[config.mk]
export PLATFORM = sky130hd
export DESIGN_NAME = aspm_top
export DESIGN_NICKNAME = d
export VERILOG_FILES = /design/src/design/aspm_top.v
export VERILOG_INCLUDE_DIRS = /design/src /design/src/design
export SDC_FILE = /design/constraint.sdc
export NUM_CORES = 1
export LEC_CHECK = 0
export ABC_AREA = 1
export BUFFER_PORTS_ARGS = -buffer_cell sky130_fd_sc_hd__buf_2
export CORE_MARGIN = 2
export CORE_UTILIZATION = 57
export DETAILED_ROUTE_END_ITERATION = 10
export PLACE_DENSITY_LB_ADDON = 0.3
export SYNTH_ARGS = -nofsm -noshare
export SYNTH_HDL_FRONTEND = slang
export SYNTH_SLANG_ARGS = --single-unit
[constraint.sdc]
create_clock -name clock_i -period 1.8 [get_ports clock_i]
set_clock_uncertainty 0.1 [all_clocks]
set_input_delay 0.27 -clock clock_i [delete_from_list [all_inputs] [get_ports clock_i]]
set_output_delay 0.27 -clock clock_i [all_outputs]
set_load 0.02 [all_outputs]
[src/design/aspm_map.vh]
// register offsets, field positions, reset values and timing counts for the alarm/power block
`ifndef ASPM_MAP_VH
`define ASPM_MAP_VH
`define ASPM_ADDR_W           12
`define ASPM_OFS_PWR_A        12'h037
`define ASPM_OFS_SOFT_TRIG    12'h06C
`define ASPM_OFS_PWR_B        12'h29A
`define ASPM_OFS_PWR_C        12'h29B
`define ASPM_OFS_PWR_D        12'h29C
`define ASPM_OFS_LINK_CTRL    12'h200
`define ASPM_OFS_ALM_FLAGS    12'h2C0
`define ASPM_OFS_ALARM_CAUSE_MASK     12'h2C1
`define ASPM_OFS_ALM_SUMMARY  12'h2C2
`define ASPM_OFS_LANE_FIFO    12'h2C3
`define ASPM_OFS_CAL_CTRL     12'h2D0
`define ASPM_OFS_DEV_CTRL     12'h2D1
`define ASPM_RST_PWR_A        8'h4B
`define ASPM_RST_PWR_B        8'h0F
`define ASPM_RST_PWR_C        8'h04
`define ASPM_RST_PWR_D        8'h1B
`define ASPM_RST_ALARM_CAUSE_MASK     8'h00
`define ASPM_ALM_CPLL         0
`define ASPM_ALM_SPLL         1
`define ASPM_ALM_LINK         2
`define ASPM_ALM_SYSREF       3
`define ASPM_ALM_CLK          4
`define ASPM_ALM_FIFO         5
`define ASPM_CAL_EN_BIT       0
`define ASPM_CAL_BG_BIT       1
`define ASPM_CAL_LPBG_BIT     2
`define ASPM_CAL_LPTRIG_BIT   3
`define ASPM_CAL_STSEL_BIT    4
`define ASPM_DEV_ENC64_BIT    0
`define ASPM_DEV_SC1_BIT      1
`define ASPM_DEV_PDA_BIT      2
`define ASPM_DEV_PDB_BIT      3
`define ASPM_DEV_GPD_BIT      4
`define ASPM_CLK_NS           100
`define ASPM_TRANS_MIN_NS     50000
`define ASPM_TRANS_MAX_NS     100000
`define ASPM_TRANS_MIN_CYC    ((`ASPM_TRANS_MIN_NS + `ASPM_CLK_NS - 1) / `ASPM_CLK_NS)
`define ASPM_TRANS_MAX_CYC    (`ASPM_TRANS_MAX_NS / `ASPM_CLK_NS)
`endif

[src/design/aspm_top.v]
// alarm aggregation, local frame counter, clock/fifo upset and power mode control
`timescale 1ns/100ps
`default_nettype none
`include "aspm_map.vh"

module aspm_top #(
   parameter LANES     = 8,
   parameter LMFC_W    = 8,
   parameter TRANS_MIN = `ASPM_TRANS_MIN_CYC,
   parameter TRANS_MAX = `ASPM_TRANS_MAX_CYC
) (
   // clock and reset
   input  wire                    clock_i,
   input  wire                    rstn_i,
   // register port
   input  wire                    reg_wr_i,
   input  wire                    reg_rd_i,
   input  wire [`ASPM_ADDR_W-1:0] reg_addr_i,
   input  wire [7:0]              reg_wdata_i,
   output reg  [7:0]              reg_rdata_o,
   // pins from outside
   input  wire                    sysref_i,
   input  wire                    sync_n_i,
   input  wire                    powerdown_pin_i,
   input  wire                    calibration_trigger_pin_i,
   // internal event sources
   input  wire                    cpll_locked_i,
   input  wire                    spll_locked_i,
   input  wire                    link_in_data_i,
   input  wire                    sysref_realign_i,
   input  wire                    clk_a_phase_i,
   input  wire                    clk_b_phase_i,
   input  wire [LANES-1:0]        lane_fifo_err_i,
   input  wire [LMFC_W-1:0]       lmfc_period_i,
   // outputs
   output reg                     calibration_status_pin_o,
   output reg                     lmfc_edge_o,
   output reg                     link_enable_o,
   output reg                     fifo_reset_o,
   output reg                     cgs_start_o,
   output reg                     core_transition_o,
   output reg  [7:0]              power_trade_reg_a_o,
   output reg  [7:0]              power_trade_reg_b_o,
   output reg  [7:0]              power_trade_reg_c_o,
   output reg  [7:0]              power_trade_reg_d_o
);
   // two-flop synchronisers for pins
   // only the second flop of each pair feeds logic, keeping metastability out
   reg [1:0] sysref_s_q;
   reg [1:0] sync_s_q;
   reg [1:0] pd_s_q;
   reg [1:0] trig_s_q;
   reg       sysref_d1_q;
   reg       sync_d1_q;
   reg       pd_d1_q;
   reg       trig_d1_q;

   always @(posedge clock_i or negedge rstn_i) begin
      if (!rstn_i) begin
         sysref_s_q  <= 2'h0;
         sync_s_q    <= 2'h3;
         pd_s_q      <= 2'h0;
         trig_s_q    <= 2'h0;
         sysref_d1_q <= 1'b0;
         sync_d1_q   <= 1'b1;
         pd_d1_q     <= 1'b0;
         trig_d1_q   <= 1'b0;
      end else begin
         sysref_s_q  <= {sysref_s_q[0], sysref_i};
         sync_s_q    <= {sync_s_q[0], sync_n_i};
         pd_s_q      <= {pd_s_q[0], powerdown_pin_i};
         trig_s_q    <= {trig_s_q[0], calibration_trigger_pin_i};
         sysref_d1_q <= sysref_s_q[1];
         sync_d1_q   <= sync_s_q[1];
         pd_d1_q     <= pd_s_q[1];
         trig_d1_q   <= trig_s_q[1];
      end
   end
   wire sysref_rise = sysref_s_q[1] & ~sysref_d1_q;
   wire sync_fall   = ~sync_s_q[1] & sync_d1_q;
   wire trig_rise   = trig_s_q[1] & ~trig_d1_q;
   wire pd_now      = pd_s_q[1];

   // control registers
   reg [7:0]       alm_flags_q;
   reg [7:0]       alarm_cause_mask_q;
   reg [7:0]       cal_ctrl_q;
   reg [7:0]       dev_ctrl_q;
   reg [LANES-1:0] lane_flags_q;
   reg             link_en_q;

   wire wr_flags = reg_wr_i && reg_addr_i == `ASPM_OFS_ALM_FLAGS;
   wire wr_lane  = reg_wr_i && reg_addr_i == `ASPM_OFS_LANE_FIFO;
   wire wr_soft  = reg_wr_i && reg_addr_i == `ASPM_OFS_SOFT_TRIG;
   wire wr_link  = reg_wr_i && reg_addr_i == `ASPM_OFS_LINK_CTRL;
   wire enc64    = dev_ctrl_q[`ASPM_DEV_ENC64_BIT];
   wire subcl1   = dev_ctrl_q[`ASPM_DEV_SC1_BIT];
   wire gpd      = dev_ctrl_q[`ASPM_DEV_GPD_BIT] | pd_now;
   // compare is only meaningful with both channels running
   wire both_ch  = ~dev_ctrl_q[`ASPM_DEV_PDA_BIT] & ~dev_ctrl_q[`ASPM_DEV_PDB_BIT];

   always @(posedge clock_i or negedge rstn_i) begin
      if (!rstn_i) begin
         power_trade_reg_a_o <= `ASPM_RST_PWR_A;
         power_trade_reg_b_o <= `ASPM_RST_PWR_B;
         power_trade_reg_c_o <= `ASPM_RST_PWR_C;
         power_trade_reg_d_o <= `ASPM_RST_PWR_D;
         alarm_cause_mask_q          <= `ASPM_RST_ALARM_CAUSE_MASK;
         cal_ctrl_q          <= 8'h00;
         dev_ctrl_q          <= 8'h00;
         link_en_q           <= 1'b0;
      end else if (reg_wr_i) begin
         case (reg_addr_i)
            `ASPM_OFS_PWR_A:     power_trade_reg_a_o <= reg_wdata_i;
            `ASPM_OFS_PWR_B:     power_trade_reg_b_o <= reg_wdata_i;
            `ASPM_OFS_PWR_C:     power_trade_reg_c_o <= reg_wdata_i;
            `ASPM_OFS_PWR_D:     power_trade_reg_d_o <= reg_wdata_i;
            `ASPM_OFS_ALARM_CAUSE_MASK:  alarm_cause_mask_q          <= reg_wdata_i;
            `ASPM_OFS_CAL_CTRL:  cal_ctrl_q          <= reg_wdata_i;
            `ASPM_OFS_DEV_CTRL:  dev_ctrl_q          <= reg_wdata_i;
            `ASPM_OFS_LINK_CTRL: link_en_q           <= reg_wdata_i[0];
            default: ;
         endcase
      end
   end

   // fifo reset on a 0-then-1 link enable toggle; link held in reset while 0
   // the toggle is the only recovery from a lane fifo upset
   always @(posedge clock_i or negedge rstn_i) begin
      if (!rstn_i) begin
         link_enable_o <= 1'b0;
         fifo_reset_o  <= 1'b1;
      end else begin
         link_enable_o <= link_en_q;
         fifo_reset_o  <= ~link_en_q | (wr_link & reg_wdata_i[0] & ~link_en_q);
      end
   end

   // clock compare: mismatch held one cycle counts as an upset
   reg clk_mis_q;
   reg gpd_q;
   always @(posedge clock_i or negedge rstn_i) begin
      if (!rstn_i) begin
         clk_mis_q <= 1'b0;
         gpd_q     <= 1'b0;
      end else begin
         clk_mis_q <= (clk_a_phase_i ^ clk_b_phase_i) & link_en_q & both_ch;
         gpd_q     <= gpd;
      end
   end
   // leaving global power-down can disturb clock compare
   wire gpd_exit = gpd_q & ~gpd;

   // link alarm only counts while the link is meant to run
   wire [7:0] alm_cause;
   assign alm_cause[`ASPM_ALM_CPLL]   = ~cpll_locked_i;
   assign alm_cause[`ASPM_ALM_SPLL]   = ~spll_locked_i;
   assign alm_cause[`ASPM_ALM_LINK]   = link_en_q & ~link_in_data_i;
   assign alm_cause[`ASPM_ALM_SYSREF] = sysref_realign_i;
   assign alm_cause[`ASPM_ALM_CLK]    = clk_mis_q | gpd_exit;
   assign alm_cause[`ASPM_ALM_FIFO]   = |(lane_fifo_err_i & {LANES{link_en_q}});
   assign alm_cause[7:6]              = 2'h0;

   // sticky flags: set wins over write-one clear, zero leaves bit alone
   // lane flags survive the fifo reset; only a host write or rstn_i clears them
   always @(posedge clock_i or negedge rstn_i) begin
      if (!rstn_i) begin
         alm_flags_q  <= 8'h00;
         lane_flags_q <= {LANES{1'b0}};
      end else begin
         alm_flags_q  <= (alm_flags_q & ~({8{wr_flags}} & reg_wdata_i))
                         | alm_cause;
         lane_flags_q <= (lane_flags_q & ~({LANES{wr_lane}} & reg_wdata_i[LANES-1:0]))
                         | (lane_fifo_err_i & {LANES{link_en_q}});
      end
   end

   wire [7:0] alm_summary = alm_flags_q & ~alarm_cause_mask_q;

   always @(posedge clock_i or negedge rstn_i) begin
      if (!rstn_i) begin
         calibration_status_pin_o <= 1'b0;
      end else begin
         calibration_status_pin_o <= cal_ctrl_q[`ASPM_CAL_STSEL_BIT] & (|alm_summary);
      end
   end

   // local multiframe / extended multiblock counter
   // one counter: multiframe count in 8b/10b, extended multiblock count in 64b/66b
   reg [LMFC_W-1:0] lmfc_q;
   wire lmfc_wrap = (lmfc_q >= lmfc_period_i);

   always @(posedge clock_i or negedge rstn_i) begin
      if (!rstn_i) begin
         lmfc_q      <= {LMFC_W{1'b0}};
         lmfc_edge_o <= 1'b0;
      end else begin
         // in subclass 0 sysref is ignored: counter free-runs, keeping its current phase
         if (subcl1 && sysref_rise)
            lmfc_q <= {LMFC_W{1'b0}};
         else if (lmfc_wrap)
            lmfc_q <= {LMFC_W{1'b0}};
         else
            lmfc_q <= lmfc_q + {{(LMFC_W-1){1'b0}}, 1'b1};
         lmfc_edge_o <= (subcl1 && sysref_rise) | lmfc_wrap;
      end
   end

   // sync request starts code group sync in 8b/10b only
   always @(posedge clock_i or negedge rstn_i) begin
      if (!rstn_i) begin
         cgs_start_o <= 1'b0;
      end else begin
         cgs_start_o <= link_en_q & ~enc64 & sync_fall;
      end
   end

   // low power trigger: transition between min and max count after trigger
   localparam CNT_W = 16;
   // fire at the window's start; a min set above the max falls back to the max
   localparam TRANS_SEL = (TRANS_MIN <= TRANS_MAX) ? TRANS_MIN : TRANS_MAX;
   localparam [CNT_W-1:0] TRANS_AT = TRANS_SEL[CNT_W-1:0];

   reg [CNT_W-1:0] trans_cnt_q;
   reg             trans_busy_q;
   wire lp_bg   = cal_ctrl_q[`ASPM_CAL_EN_BIT] & cal_ctrl_q[`ASPM_CAL_LPBG_BIT];
   wire lowpower_trigger_control = lp_bg & cal_ctrl_q[`ASPM_CAL_LPTRIG_BIT];
   wire bg_cal  = cal_ctrl_q[`ASPM_CAL_EN_BIT] &
                  (cal_ctrl_q[`ASPM_CAL_BG_BIT] | cal_ctrl_q[`ASPM_CAL_LPBG_BIT]);
   always @(posedge clock_i or negedge rstn_i) begin
      if (!rstn_i) begin
         trans_cnt_q       <= {CNT_W{1'b0}};
         trans_busy_q      <= 1'b0;
         core_transition_o <= 1'b0;
      end else begin
         core_transition_o <= 1'b0;
         if (!bg_cal) begin
            trans_busy_q <= 1'b0;
            trans_cnt_q  <= {CNT_W{1'b0}};
         end else if (trans_busy_q) begin
            if (trans_cnt_q == TRANS_AT - 16'h0001) begin
               trans_busy_q      <= 1'b0;
               core_transition_o <= 1'b1;
            end
            trans_cnt_q <= trans_cnt_q + 16'h0001;
         end else if (lowpower_trigger_control && (trig_rise || wr_soft)) begin
            trans_busy_q <= 1'b1;
            trans_cnt_q  <= {CNT_W{1'b0}};
         end
      end
   end

   // register reads
   // soft trigger is write only and reads as zero through the default
   always @(posedge clock_i or negedge rstn_i) begin
      if (!rstn_i)
         reg_rdata_o <= 8'h00;
      else if (reg_rd_i) begin
         case (reg_addr_i)
            `ASPM_OFS_PWR_A:       reg_rdata_o <= power_trade_reg_a_o;
            `ASPM_OFS_PWR_B:       reg_rdata_o <= power_trade_reg_b_o;
            `ASPM_OFS_PWR_C:       reg_rdata_o <= power_trade_reg_c_o;
            `ASPM_OFS_PWR_D:       reg_rdata_o <= power_trade_reg_d_o;
            `ASPM_OFS_ALM_FLAGS:   reg_rdata_o <= alm_flags_q;
            `ASPM_OFS_ALARM_CAUSE_MASK:    reg_rdata_o <= alarm_cause_mask_q;
            `ASPM_OFS_ALM_SUMMARY: reg_rdata_o <= {7'h00, |alm_summary};
            `ASPM_OFS_LANE_FIFO:   reg_rdata_o <= lane_flags_q;
            `ASPM_OFS_CAL_CTRL:    reg_rdata_o <= cal_ctrl_q;
            `ASPM_OFS_DEV_CTRL:    reg_rdata_o <= dev_ctrl_q;
            `ASPM_OFS_LINK_CTRL:   reg_rdata_o <= {7'h00, link_en_q};
            default:               reg_rdata_o <= 8'h00;
         endcase
      end
   end
endmodule // aspm_top

`default_nettype wire

==> flow_summary.json <==
{
  "detail_route.vias_per_cell": 5.53,
  "fraction_of_the_core_area_covered_by_cells_at_the_end_of_the_flow_pct": 72.0,
  "vdd_drop_max_mv": 1.06,
  "postSynthNetCount": 830,
  "drt_iter0_markers": 563,
  "status": "completed",
  "timing.final.crit_period_ns": 1.68,
  "synth_fa_ha_area_share_pct": 1.97,
  "placeable_area_mm2": 0.0108,
  "drc": 0,
  "worst_hold_path_type": "in2async",
  "port-buffer-count": 95,
  "leakagePower_nw": 3.93,
  "timing_limited_maximum_frequency_mhz": 595,
  "antenna_found_initial": 0,
  "cts_sinks": 125,
  "synth_area_per_cell_um2": 8.23,
  "count_of_flip_flops_with_a_built_in_enable_after_synthesis": 0,
  "layout_worst_path_cycle_share_pct": 93.4,
  "worstSetupEndpointType": "flop",
  "clockRootBuffer": "sky130_fd_sc_hd__clkbuf_8",
  "combined_area_of_all_synthesized_cells_mm2": 0.00634,
  "ioPinCount": 96,
  "critical_path.startpoint_type": "flop",
  "maxSlewViolCount": 0,
  "report.power.total_mw": 7.32,
  "placed_cells": 998,
  "async_flop_share_pct": 100,
  "yosys.area.top_type_share_pct": 42.6,
  "timing.final.setup_violations": 0,
  "dpl.hpwl_mm": 11.9,
  "number_of_global_route_vias_before_repair": 5715,
  "synthDominantAreaCellType": "sky130_fd_sc_hd__dfrtp_1",
  "hold_viol": 0,
  "dr_total_vias": 5813,
  "flip_flop_count_of_the_largest_register_all_copies_and_words_added": 16,
  "cts-htree-levels": 4,
  "global_route.usage.total_pct": 30.7,
  "die_height_um": 109,
  "avgRoutedWirePerCell_um": 16.2,
  "initial_core_util_pct": 58.5,
  "synthesis.instances": 770,
  "power.density_mw_per_mm2": 939,
  "synth_area_leaders": "sky130_fd_sc_hd__dfrtp_1 (43%), sky130_fd_sc_hd__nand2_1 (12%), sky130_fd_sc_hd__nand3_1 (7.1%), sky130_fd_sc_hd__dfstp_2 (7.0%), sky130_fd_sc_hd__nor2_1 (4.7%)",
  "final-instance-count-excl-fill": 1052,
  "yosys.area_share.simple_pct": 31.2,
  "max_cap_violations": 0,
  "synth_seq_cells": 125,
  "grt_max_degree": 43,
  "post_route_cells_drive_above_1_share_pct": 23.2,
  "clock_path_buffers": 2,
  "synth.distinct_cells": 40,
  "worstMarginPinSlew_ns": 0.643,
  "synth_sequential_area_ratio_pct": 49.7,
  "cp_data_arrival_time_ns": 2.04,
  "largest_family_of_logic_cells_by_synthesized_area": "simple AND/OR/NAND/NOR gates",
  "critPathKind": "reg2reg",
  "yosys_warnings": 0,
  "dp_worst_setup_slack_ns": -0.0342,
  "detailedRoute.firstPassIterationCount": 6,
  "path_clk_slew_ns": 0.06,
  "drtAntennaViolNets": 0,
  "cts_tree": "done",
  "diode_count": 0,
  "floorplan.die.width_um": 109,
  "grt_overflow_total": 0,
  "worst_hold_slack_ns": 0.0269,
  "area_growth_pct": 23.1,
  "fin_ws_ns": 0.119,
  "largest-register": "trans_cnt_q",
  "grt_pass1_wl_mm": 27.8,
  "tritoncts.num_buffers": 17,
  "timing.max_slew.rel_slack_pct": 57.1,
  "worst_ep_required_time_ns": 2.16,
  "yosys.area_share.xor_xnor_pct": 0.829,
  "finish.net_count": 959,
  "dieArea_mm2": 0.0120,
  "compound_gate_fraction_of_synth_area_pct": 9.32,
  "insertion_delay_ns": 0.54,
  "synth_flop_cell": "sky130_fd_sc_hd__dfrtp_1",
  "n_fill_cell": 854,
  "fp-row-count": 38,
  "final_replace_weighted_congestion": 0.980,
  "postRouteWirelength_mm": 17.1,
  "synth.area.mux_share_pct": 0,
  "r2r_setup_slack_ns": 0.12,
  "critical_path_peak_fanout": 6
}
cells by family after synthesis:
kind of cell / after synthesis
simple gates: 432
flops: 125
compound gates: 100
fa+ha+maj: 10
xor+xnor: 6
buf+inv: 97
per-stage QoR:
step,TNS (ns),area [µm²]
2_1_floorplan,0,6340
6_report,0,7800
3_3_place_gp,0,6960
5_1_grt,-0.00235,7800
4_1_cts,0,7790
3_5_place_dp,-0.0342,6960
cells in the mapped netlist (4+ instances only):
library cell              instances
sky130_fd_sc_hd__nand4_1         18
sky130_fd_sc_hd__dfstp_2         17
sky130_fd_sc_hd__o21ai_2         17
sky130_fd_sc_hd__nor4_1           4
sky130_fd_sc_hd__a21oi_1          6
sky130_fd_sc_hd__nor2_4           4
sky130_fd_sc_hd__ha_1            10
sky130_fd_sc_hd__nor2_1          79
sky130_fd_sc_hd__buf_6            9
sky130_fd_sc_hd__nand3_1         90
sky130_fd_sc_hd__nor2_2          10
sky130_fd_sc_hd__nand2_1        199
sky130_fd_sc_hd__buf_2            8
sky130_fd_sc_hd__o21ai_0         24
sky130_fd_sc_hd__inv_1           74
sky130_fd_sc_hd__nor3_1           7
sky130_fd_sc_hd__inv_2            4
sky130_fd_sc_hd__nand2_2          6
sky130_fd_sc_hd__o21ai_1         42
sky130_fd_sc_hd__dfrtp_1        108
sky130_fd_sc_hd__nand3_2          4
area by class of cell:
cell class                 instances  area (µm²)  area share [%]
sequential                       125        3150            40.4
multi-input combinational        548        2750            35.3
timing repair buffer             129         808            10.4
clock buffer                      21         459            5.89
inverter                          78         293            3.75
tap                              140         175            2.25
clock inverter                    11         164            2.10
final timing paths:
| path | cells after the start | start | endpoint |
|---|---|---|---|
| worst max-delay path | 6 | lmfc_q[5] | lmfc_q[4] |
| max in group asynchronous | 3 | rstn_i | fifo_reset_o |
| worst min-delay path | 2 | rstn_i | lmfc_q[0] |
| worst min register to register | 0 | sync_s_q[0] | sync_s_q[1] |
| worst max register to register | 6 | lmfc_q[5] | lmfc_q[4] |
| min in group clock_i | 3 | reg_wdata_i[6] | power_trade_reg_b_o[6] |
worst max-delay path, cell delays in order, from the launching register on:
cell and delay [ns]:
sky130_fd_sc_hd__dfrtp_1 0.42, sky130_fd_sc_hd__ha_1 0.32, sky130_fd_sc_hd__a21oi_1 0.17, sky130_fd_sc_hd__o21a_1 0.13, sky130_fd_sc_hd__nand4_1 0.17, sky130_fd_sc_hd__buf_4 0.21
sky130_fd_sc_hd__nor2_1 0.09
where the power goes:
group / internal [mW] / switching (mW) / total (mW)
sequential: 2.93 / 0.106 / 3.04
clock: 2.35 / 1.23 / 3.58
combinational: 0.283 / 0.419 / 0.702
per-layer routing:
layer / share of wire, % / routed length, µm / track usage (%) / vias up
met1: 43 / 7290 / 40.4 / 2780
met4: 2.8 / 470 / 12.6 / 0
met3: 6.3 / 1070 / 7.05 / 45
met2: 48 / 8260 / 49.3 / 209
li1: - / - / - / 2779
met5: 0 / 0 / 0 / -
placed cells by master (no fill, tap or decap), types with 5 or more instances in the layout:
master and count:
sky130_fd_sc_hd__clkbuf_16 16, sky130_fd_sc_hd__inv_1 74, sky130_fd_sc_hd__dlygate4sd3_1 20, sky130_fd_sc_hd__ha_1 10
sky130_fd_sc_hd__o21ai_1 42, sky130_fd_sc_hd__a21oi_1 6, sky130_fd_sc_hd__nor3_1 7, sky130_fd_sc_hd__buf_4 13
sky130_fd_sc_hd__nand4_1 18, sky130_fd_sc_hd__o21ai_0 24, sky130_fd_sc_hd__nor2_4 5, sky130_fd_sc_hd__nand2_1 199
sky130_fd_sc_hd__o21ai_2 17, sky130_fd_sc_hd__nand2_2 6, sky130_fd_sc_hd__nor2_2 10, sky130_fd_sc_hd__nand3_1 90
sky130_fd_sc_hd__nor2_1 78, sky130_fd_sc_hd__dfrtp_1 108, sky130_fd_sc_hd__dfstp_2 17, sky130_fd_sc_hd__buf_2 94
repair_timing:
action	in CTS	in global routing
gates resized for setup	0	2
hold buffers	20	0
buffers inserted	1	1
pin swaps	1	2
endpoints found under the hold margin	134	0
endpoints found under the setup margin	1	17
No activity file was read; power rests on OpenSTA's default activity.
